## src/inc/evau_params.svh

```systemverilog
// constants for the engine variable arithmetic unit
`ifndef EVAU_PARAMS_SVH
`define EVAU_PARAMS_SVH
`define EVAU_DATA_W      8
`define EVAU_NUM_ENG     3
`define EVAU_SEL_W       2
`define EVAU_ENG_W       2
`define EVAU_SEL_A       2'h0
`define EVAU_SEL_B       2'h1
`define EVAU_SEL_C       2'h2
`define EVAU_SEL_MAP     2'h3
`define EVAU_VAR_RST     8'h00
`endif

```

## src/inc/evau_pkg.sv

```systemverilog
// types for the engine variable arithmetic unit
`include "evau_params.svh"
package evau_pkg;
  typedef enum logic [1:0] {
    EVAU_OP_NONE,
    EVAU_OP_ADD_VARS,
    EVAU_OP_SUB_IMM,
    EVAU_OP_SUB_VARS
  } evau_op_t;

  typedef struct packed {
    logic                       valid;
    evau_op_t                   op;
    logic [`EVAU_ENG_W-1:0]     engine;
    logic [`EVAU_SEL_W-1:0]     target;
    logic [`EVAU_SEL_W-1:0]     src1;
    logic [`EVAU_SEL_W-1:0]     src2;
    logic [`EVAU_DATA_W-1:0]    imm;
    logic [`EVAU_DATA_W-1:0]    mapped;
  } evau_cmd_t;

  typedef struct packed {
    logic                       done;
    logic                       bad_target;
    logic [`EVAU_DATA_W-1:0]    result;
  } evau_rsp_t;

  typedef struct packed {
    logic [`EVAU_DATA_W-1:0]    var_a;
    logic [`EVAU_DATA_W-1:0]    var_b;
  } evau_local_t;
endpackage : evau_pkg

```

## src/evau_arith_unit.sv

```systemverilog
// arithmetic datapath shared by the three program execution engines
`timescale 1ns/1ps
`include "evau_params.svh"
module evau_arith_unit (
  input  wire logic                   core_clk,
  input  wire logic                   rst,
  input  evau_pkg::evau_cmd_t         cmd,
  output evau_pkg::evau_rsp_t         rsp,
  output logic [`EVAU_DATA_W-1:0]     global_var,
  output logic [3*`EVAU_DATA_W-1:0]   local_a_flat,
  output logic [3*`EVAU_DATA_W-1:0]   local_b_flat
);
  // registered part of this module: the shared variable and the answer
  typedef struct packed {
    logic [`EVAU_DATA_W-1:0] var_c;
    evau_pkg::evau_rsp_t     rsp;
  } evau_state_t;

  evau_state_t                state_reg;
  evau_state_t                state_next;

  // private variable pairs, one per engine
  evau_pkg::evau_local_t      loc [`EVAU_NUM_ENG];
  logic [`EVAU_NUM_ENG-1:0]   eng_hit;
  logic [`EVAU_NUM_ENG-1:0]   loc_wr;

  // command decode
  logic                       cmd_live;
  logic                       eng_ok;
  logic                       tgt_ok;
  logic                       refused;
  logic                       wr_en;
  logic                       wr_c;
  logic                       wr_local;

  // operands of the addressed engine
  evau_pkg::evau_local_t      eng_vars;
  logic [`EVAU_DATA_W-1:0]    op1;
  logic [`EVAU_DATA_W-1:0]    op2;
  logic [`EVAU_DATA_W-1:0]    tgt_val;

  // eight-bit results, so that carry and borrow fall away
  logic [`EVAU_DATA_W-1:0]    sum_res;
  logic [`EVAU_DATA_W-1:0]    subi_res;
  logic [`EVAU_DATA_W-1:0]    subv_res;
  logic [`EVAU_DATA_W-1:0]    res;

  // one private A/B pair per engine
  for (genvar e = 0; e < `EVAU_NUM_ENG; e++) begin : g_eng
    evau_local_vars u_vars (
      .core_clk (core_clk),
      .rst      (rst),
      .wr_en    (loc_wr[e]),
      .wr_sel   (cmd.target),
      .wr_data  (res),
      .vars     (loc[e])
    );

    // engine e sits at bits 8e+7 down to 8e of the flat outputs
    assign local_a_flat[e*`EVAU_DATA_W +: `EVAU_DATA_W] = loc[e].var_a;
    assign local_b_flat[e*`EVAU_DATA_W +: `EVAU_DATA_W] = loc[e].var_b;
  end

  // decode, operand selection and arithmetic in one combinational pass
  always_comb begin
    // accepted only when valid and not the empty code
    cmd_live = cmd.valid && (cmd.op != evau_pkg::EVAU_OP_NONE);
    // engine code 3 names no engine and is refused
    eng_ok   = cmd.engine < `EVAU_ENG_W'(`EVAU_NUM_ENG);
    for (int i = 0; i < `EVAU_NUM_ENG; i++) begin
      eng_hit[i] = (cmd.engine == `EVAU_ENG_W'(i));
    end

    // every operation writes A, B or C only, never the mapped code
    case (cmd.op)
      evau_pkg::EVAU_OP_ADD_VARS: begin
        tgt_ok = eng_ok && (cmd.target != `EVAU_SEL_MAP);
      end
      evau_pkg::EVAU_OP_SUB_IMM: begin
        tgt_ok = eng_ok && (cmd.target != `EVAU_SEL_MAP);
      end
      evau_pkg::EVAU_OP_SUB_VARS: begin
        tgt_ok = eng_ok && (cmd.target != `EVAU_SEL_MAP);
      end
      default: begin
        tgt_ok = 1'h0;
      end
    endcase
    refused = cmd_live && !tgt_ok;

    // variables of the addressed engine; a refused engine code reads engine 0
    case (cmd.engine)
      2'h0: begin
        eng_vars = loc[0];
      end
      2'h1: begin
        eng_vars = loc[1];
      end
      2'h2: begin
        eng_vars = loc[2];
      end
      default: begin
        eng_vars = loc[0];
      end
    endcase

    // first source operand
    case (cmd.src1)
      `EVAU_SEL_A: begin
        op1 = eng_vars.var_a;
      end
      `EVAU_SEL_B: begin
        op1 = eng_vars.var_b;
      end
      `EVAU_SEL_C: begin
        op1 = state_reg.var_c;
      end
      default: begin
        op1 = cmd.mapped;
      end
    endcase

    // second source operand
    case (cmd.src2)
      `EVAU_SEL_A: begin
        op2 = eng_vars.var_a;
      end
      `EVAU_SEL_B: begin
        op2 = eng_vars.var_b;
      end
      `EVAU_SEL_C: begin
        op2 = state_reg.var_c;
      end
      default: begin
        op2 = cmd.mapped;
      end
    endcase

    // current value of the target, for the in-place subtract
    case (cmd.target)
      `EVAU_SEL_A: begin
        tgt_val = eng_vars.var_a;
      end
      `EVAU_SEL_B: begin
        tgt_val = eng_vars.var_b;
      end
      `EVAU_SEL_C: begin
        tgt_val = state_reg.var_c;
      end
      default: begin
        // code 3 is refused as a target, so this value is never written
        tgt_val = '0;
      end
    endcase

    // eight-bit arithmetic: a carry or borrow out of bit 7 is lost
    sum_res  = op1 + op2;
    subi_res = tgt_val - cmd.imm;
    subv_res = op1 - op2;

    // the operation picks which result is written
    case (cmd.op)
      evau_pkg::EVAU_OP_ADD_VARS: begin
        res = sum_res;
      end
      evau_pkg::EVAU_OP_SUB_IMM: begin
        res = subi_res;
      end
      evau_pkg::EVAU_OP_SUB_VARS: begin
        res = subv_res;
      end
      default: begin
        res = tgt_val;
      end
    endcase

    // one write strobe per destination
    wr_en    = cmd_live && tgt_ok;
    wr_c     = wr_en && (cmd.target == `EVAU_SEL_C);
    wr_local = wr_en && (cmd.target != `EVAU_SEL_C);
    for (int i = 0; i < `EVAU_NUM_ENG; i++) begin
      loc_wr[i] = wr_local && eng_hit[i];
    end

    // only C lives here; A and B live in the engine modules
    state_next = state_reg;
    if (wr_c) begin
      state_next.var_c = res;
    end
    // done and refusal stand for one cycle only
    state_next.rsp.done       = cmd_live;
    state_next.rsp.bad_target = refused;
    // the result holds until the next accepted write
    if (wr_en) begin
      state_next.rsp.result = res;
    end
  end

  // rst clears C and the answer
  always_ff @(posedge core_clk) begin
    if (rst) begin
      state_reg.var_c <= `EVAU_VAR_RST;
      state_reg.rsp   <= '0;
    end else begin
      state_reg <= state_next;
    end
  end

  // every output comes straight from a register
  assign rsp        = state_reg.rsp;
  assign global_var = state_reg.var_c;
endmodule : evau_arith_unit

```

## src/evau_local_vars.sv

```systemverilog
// private variables A and B of one execution engine
`timescale 1ns/1ps
`include "evau_params.svh"
module evau_local_vars (
  input  wire logic                    core_clk,
  input  wire logic                    rst,
  input  wire logic                    wr_en,
  input  wire logic [`EVAU_SEL_W-1:0]  wr_sel,
  input  wire logic [`EVAU_DATA_W-1:0] wr_data,
  output evau_pkg::evau_local_t        vars
);
  evau_pkg::evau_local_t state_reg;
  evau_pkg::evau_local_t state_next;

  always_comb begin
    state_next = state_reg;
    if (wr_en && wr_sel == `EVAU_SEL_A) begin
      state_next.var_a = wr_data;
    end
    if (wr_en && wr_sel == `EVAU_SEL_B) begin
      state_next.var_b = wr_data;
    end
  end

  always_ff @(posedge core_clk) begin
    if (rst) begin
      state_reg <= '{var_a: `EVAU_VAR_RST, var_b: `EVAU_VAR_RST};
    end else begin
      state_reg <= state_next;
    end
  end

  assign vars = state_reg;
endmodule : evau_local_vars

```

## config.mk

```make
export PLATFORM = sky130hd
export DESIGN_NAME = evau_arith_unit
export DESIGN_NICKNAME = d
export VERILOG_FILES = /design/src/inc/evau_pkg.sv /design/src/evau_arith_unit.sv /design/src/evau_local_vars.sv
export VERILOG_INCLUDE_DIRS = /design/src /design/src/inc
export SDC_FILE = /design/constraint.sdc
export NUM_CORES = 1
export LEC_CHECK = 0
export BUFFER_PORTS_ARGS = -buffer_cell sky130_fd_sc_hd__buf_2
export CAP_MARGIN = 20
export CORE_ASPECT_RATIO = 0.6
export CORE_UTILIZATION = 60
export CTS_CLUSTER_SIZE = 25
export DETAILED_ROUTE_END_ITERATION = 10
export PLACE_DENSITY = 0.84
export SETUP_SLACK_MARGIN = 0.02
export SYNTH_ARGS = -nofsm -noshare
export SYNTH_HDL_FRONTEND = slang
export SYNTH_SLANG_ARGS = --single-unit
```

## constraint.sdc

```tcl
create_clock -name core_clk -period 6.8 [get_ports core_clk]
set_input_delay 0.34 -clock core_clk [delete_from_list [all_inputs] [get_ports core_clk]]
set_output_delay 0.34 -clock core_clk [all_outputs]
set_load 0.005 [all_outputs]
```

==> flow_summary.yaml <==
outcome:
  status: "finished, final reports clean"
critical_path:
  setup.worst_path.class: "primary input to register"
  timing.critical_path.from_type: "primary input"
  critical_path.max_stage_delay_ns: 0.87
  reg2reg_to: "g_eng[2].u_vars.vars[6]"
  reg2reg_from: "g_eng[2].u_vars.vars[0]"
  timing.critical_path.mode_cell: "sky130_fd_sc_hd__a21oi_1"
  worstPathMaxFanout: 20
  logic_depth_of_the_worst_path_buffers_included: 17
  nature_of_the_critical_path_endpoint: "register"
  critPathTopFamily: "compound AO/OA/AOI/OAI gates"
  r2r_setup_slack_ns: 2.38
  cp.arrival_ns: 5.29
  crit_path_cell_trace: "buf_2 > inv_1 > ha_1 > a22oi_1 > a21oi_1 > a221oi_2 > ha_1 > a21oi_1 > fa_1 > a21o_1 > a21o_1 > a21oi_1 > nor2_1 > or3_1 > nor4_2 > nand2_1 > a21oi_1"
  worstPathBufferInverterCount: 2
  crit_slowest_cell: "sky130_fd_sc_hd__nor4_2"
  worst_ep_required_time_ns: 7.06
  timing.reg2reg.worst_path_depth: 15
final_layout:
  layout.filler_cells: 536
  drive_above_1_share_pct: 23.35
  num-nets-final: 667
  antennaDiodeCount: 0
  area_growth_syn_to_layout_pct: 16.25
  finish.cell_count_without_fillers: 708
  post-route-cell-area_um2: 5102
clock_network:
  cts_num_sinks: 66
  cts_tree: "built"
  postCtsResizedCells: 0
  setup_fix_buffers_added_after_clock_tree_synthesis: 0
  ctsHtreeMaxLevel: 3
  cts_made_buffers: 9
  clock_latency_ns: 0.34
  clk_root_buf: "sky130_fd_sc_hd__clkbuf_16"
  maximum_count_of_clock_buffers_along_a_single_path: 2
  clkTransAtPathRegs_ns: 0.06
  hold_buffers: 0
sta:
  slew_headroom_pct: 33.61
  rsz0062_at_grt: "no"
  finalClockSkew_ns: 0.007248
  setup-tns-final_ns: 0
  tightestPinTransition_ns: 0.9681
  hold_viol_final: 0
  timing.final.crit_period_ns: 5.025
  clock.fmax_mhz: 199.0
  timing.final.crit_share_pct: 73.90
  slew_viol_final: 0
  setup_viol: 0
  post-route-worst-setup-slack_ns: 1.775
global_route:
  grt_max_degree: 69
  first_global_vias: 4191
  global_route.overflow_total: 0
  wire_length_of_the_first_global_routing_pass_um: 21990
  track_usage_pct: 38.60
  antenna_found_initial: 0
drt:
  wl_per_cell_um: 19.85
  detail_route.wirelength_um: 14060
  via_per_inst: 6.532
  drc: 0
  via_count: 4625
  detail_route_antenna_nets: 0
  drt_iter0_drc: 539
  dr.pass1.iters: 6
synthesis:
  yosys_most_used_dff: "sky130_fd_sc_hd__dfxtp_1"
  postSynth.asyncResetShare_pct: 0
  post_synth_edffs: 0
  yosys.cell_count.top_type: "sky130_fd_sc_hd__nor2_1"
  synth_largest_area_cell: "sky130_fd_sc_hd__dfxtp_1"
  sequential_to_total_area_share_from_yosys_stat_pct: 30.10
  cell_area_synth_um2: 4389
  postSynthNetCount: 597
  yosysUniqueCellTypes: 55
  ys_ff_latch: 66
  synthCells: 547
  postSynthAreaPerCell_um2: 8.024
  post_synth_most_frequent_cells: "sky130_fd_sc_hd__nor2_1 (70), sky130_fd_sc_hd__dfxtp_1 (66), sky130_fd_sc_hd__nand2_1 (59), sky130_fd_sc_hd__a21oi_1 (39), sky130_fd_sc_hd__nor3_1 (31)"
  synth_top_cells_by_area: "sky130_fd_sc_hd__dfxtp_1 (30%), sky130_fd_sc_hd__nor2_1 (6.0%), sky130_fd_sc_hd__ha_1 (5.4%)"
  synth-warning-count: 0
  netlist.area_leader.share_pct: 30.10
worst_hold_path:
  min-delay-start: "cmd[26]"
  hold_path_class: "primary input to register"
  hold_end: "rsp[9]"
  worst_hold_path.num_cells: 3
placement:
  globalplace.congestion: 1.009
  post_dp_cell_area_um2: 4817
  place_inst: 693
  hpwl_detailed_um: 10310
  dp_slack_ns: 1.632
  place.port_buffers: 94
flow_run:
  max-cap-violations: 0
power:
  power.sequential.fraction_pct: 33.1
  switching_share_pct: 33.35
  power_density_nw_per_um2: 240.1
  total_leakage_power_uw: 0.002278
  ir_drop_mv: 0.1667
  switchingPower_uw: 408.6
  power.internal_uw: 816.6
  combPwrFrac_pct: 29.8
  clkPwrFrac_pct: 37.1
floorplan:
  die_w_um: 112.4
  num_io_pins: 95
  rows: 23
  fp.coreArea_um2: 6878
  design.die.area_um2: 7673
  starting_density_pct: 63.82
  die_h_um: 68.25
-- power groups by stage --
| stage | logic (µW) | clock network (µW) | registers, µW |
|---|---|---|---|
| finish | 365 | 454 | 406 |
| global route | 395 | 471 | 406 |
| CTS | 354 | 452 | 405 |
| detailed placement | 349 | 0 | 413 |
| global placement | 342 | 0 | 413 |
| floorplan | 257 | 0 | 413 |
-- worst max-delay path by stage --
stage	from	to	slack, ns
floorplan	cmd[22]	g_eng[1].u_vars.vars[14]	2.78
global placement	cmd[22]	global_var[6]	1.80
detailed placement	cmd[22]	rsp[6]	1.63
CTS	cmd[22]	rsp[6]	1.94
global route	cmd[22]	rsp[6]	1.51
finish	cmd[22]	g_eng[2].u_vars.vars[6]	1.77
-- state kept, by name, summed over array words and instances, names as in the netlist --
register           count
g_eng.u_vars.vars     48
global_var             8
rsp                   10
-- worst register-to-register path, delay by kind of cell, from the launching register on --
kind / cells / cell delay, ns
compound gates: 8 / 1.77
simple gates: 4 / 1.47
fa+ha+maj: 2 / 0.62
flops: 1 / 0.32
xor+xnor: 1 / 0.16
-- metrics by stage --
| step | utilization, % | power, µW | hold WS, ns |
|---|---|---|---|
| final | 74.19 | 1225 | 0.3437 |
| after global routing | 74.19 | 1272 | 0.4070 |
| after CTS | 74.19 | 1212 | 0.3406 |
| after detailed placement | 70.04 | 761.9 | 0.4484 |
| after global placement | 70.04 | 755.2 | 0.4402 |
| after floorplan | - | 670.0 | 0.4527 |
-- metal layers --
metal  up-vias  routed length (µm)  track usage [%]  part of all wire [%]
li1       2086                   -                -                     -
met1      2153                6067            52.86                    43
met2       360                5930            58.07                    42
met3        26                1821            11.43                    13
met4         0                 236            14.00                   1.7
met5         -                   0                0                     0
-- area by class of cell --
class / count / area (µm²) / area share, %
Clock buffer: 10 / 229.0 / 4.488
Clock inverter: 5 / 56.30 / 1.103
Inverter: 19 / 71.32 / 1.398
Multi-Input combinational cell: 425 / 2830 / 55.47
Sequential cell: 66 / 1321 / 25.90
Tap cell: 87 / 108.9 / 2.133
Timing Repair Buffer: 96 / 485.5 / 9.514
-- placed cells by master (no fill, tap or decap), types with 4 or more instances in the layout --
| cell type | synthesis | routed |
|---|---|---|
| sky130_fd_sc_hd__buf_2 | 7 | 94 |
| sky130_fd_sc_hd__nor2_1 | 70 | 70 |
| sky130_fd_sc_hd__dfxtp_1 | 66 | 66 |
| sky130_fd_sc_hd__nand2_1 | 59 | 59 |
| sky130_fd_sc_hd__a21oi_1 | 39 | 39 |
| sky130_fd_sc_hd__nor3_1 | 31 | 31 |
| sky130_fd_sc_hd__nand3b_1 | 24 | 24 |
| sky130_fd_sc_hd__o21ai_1 | 23 | 23 |
| sky130_fd_sc_hd__ha_1 | 19 | 19 |
| sky130_fd_sc_hd__inv_1 | 18 | 18 |
| sky130_fd_sc_hd__o21ai_0 | 18 | 18 |
| sky130_fd_sc_hd__a22oi_1 | 13 | 13 |
| sky130_fd_sc_hd__mux2i_1 | 11 | 11 |
| sky130_fd_sc_hd__mux4_2 | 10 | 10 |
| sky130_fd_sc_hd__nor2b_1 | 9 | 9 |
| sky130_fd_sc_hd__clkbuf_16 | 0 | 9 |
| sky130_fd_sc_hd__xnor2_1 | 8 | 8 |
| sky130_fd_sc_hd__mux2_2 | 7 | 7 |
| sky130_fd_sc_hd__a211oi_1 | 7 | 7 |
| sky130_fd_sc_hd__nand3_1 | 7 | 7 |
| sky130_fd_sc_hd__o211ai_1 | 7 | 7 |
| sky130_fd_sc_hd__xor2_1 | 6 | 6 |
| sky130_fd_sc_hd__or3_1 | 6 | 6 |
| sky130_fd_sc_hd__a221oi_2 | 5 | 5 |
| sky130_fd_sc_hd__and2_1 | 4 | 4 |
| sky130_fd_sc_hd__a21o_1 | 4 | 4 |
-- kinds of logic after synthesis --
kind of cell	synth area share [%]
AND/OR/NAND/NOR	25.63
multiplexers	9.436
buffers and inverters	5.416
adder cells (fa/ha/maj)	6.328
XOR/XNOR	3.335
flip-flops	30.10
AO/OA/AOI/OAI	19.76
Power figures use the tool's default switching activity.
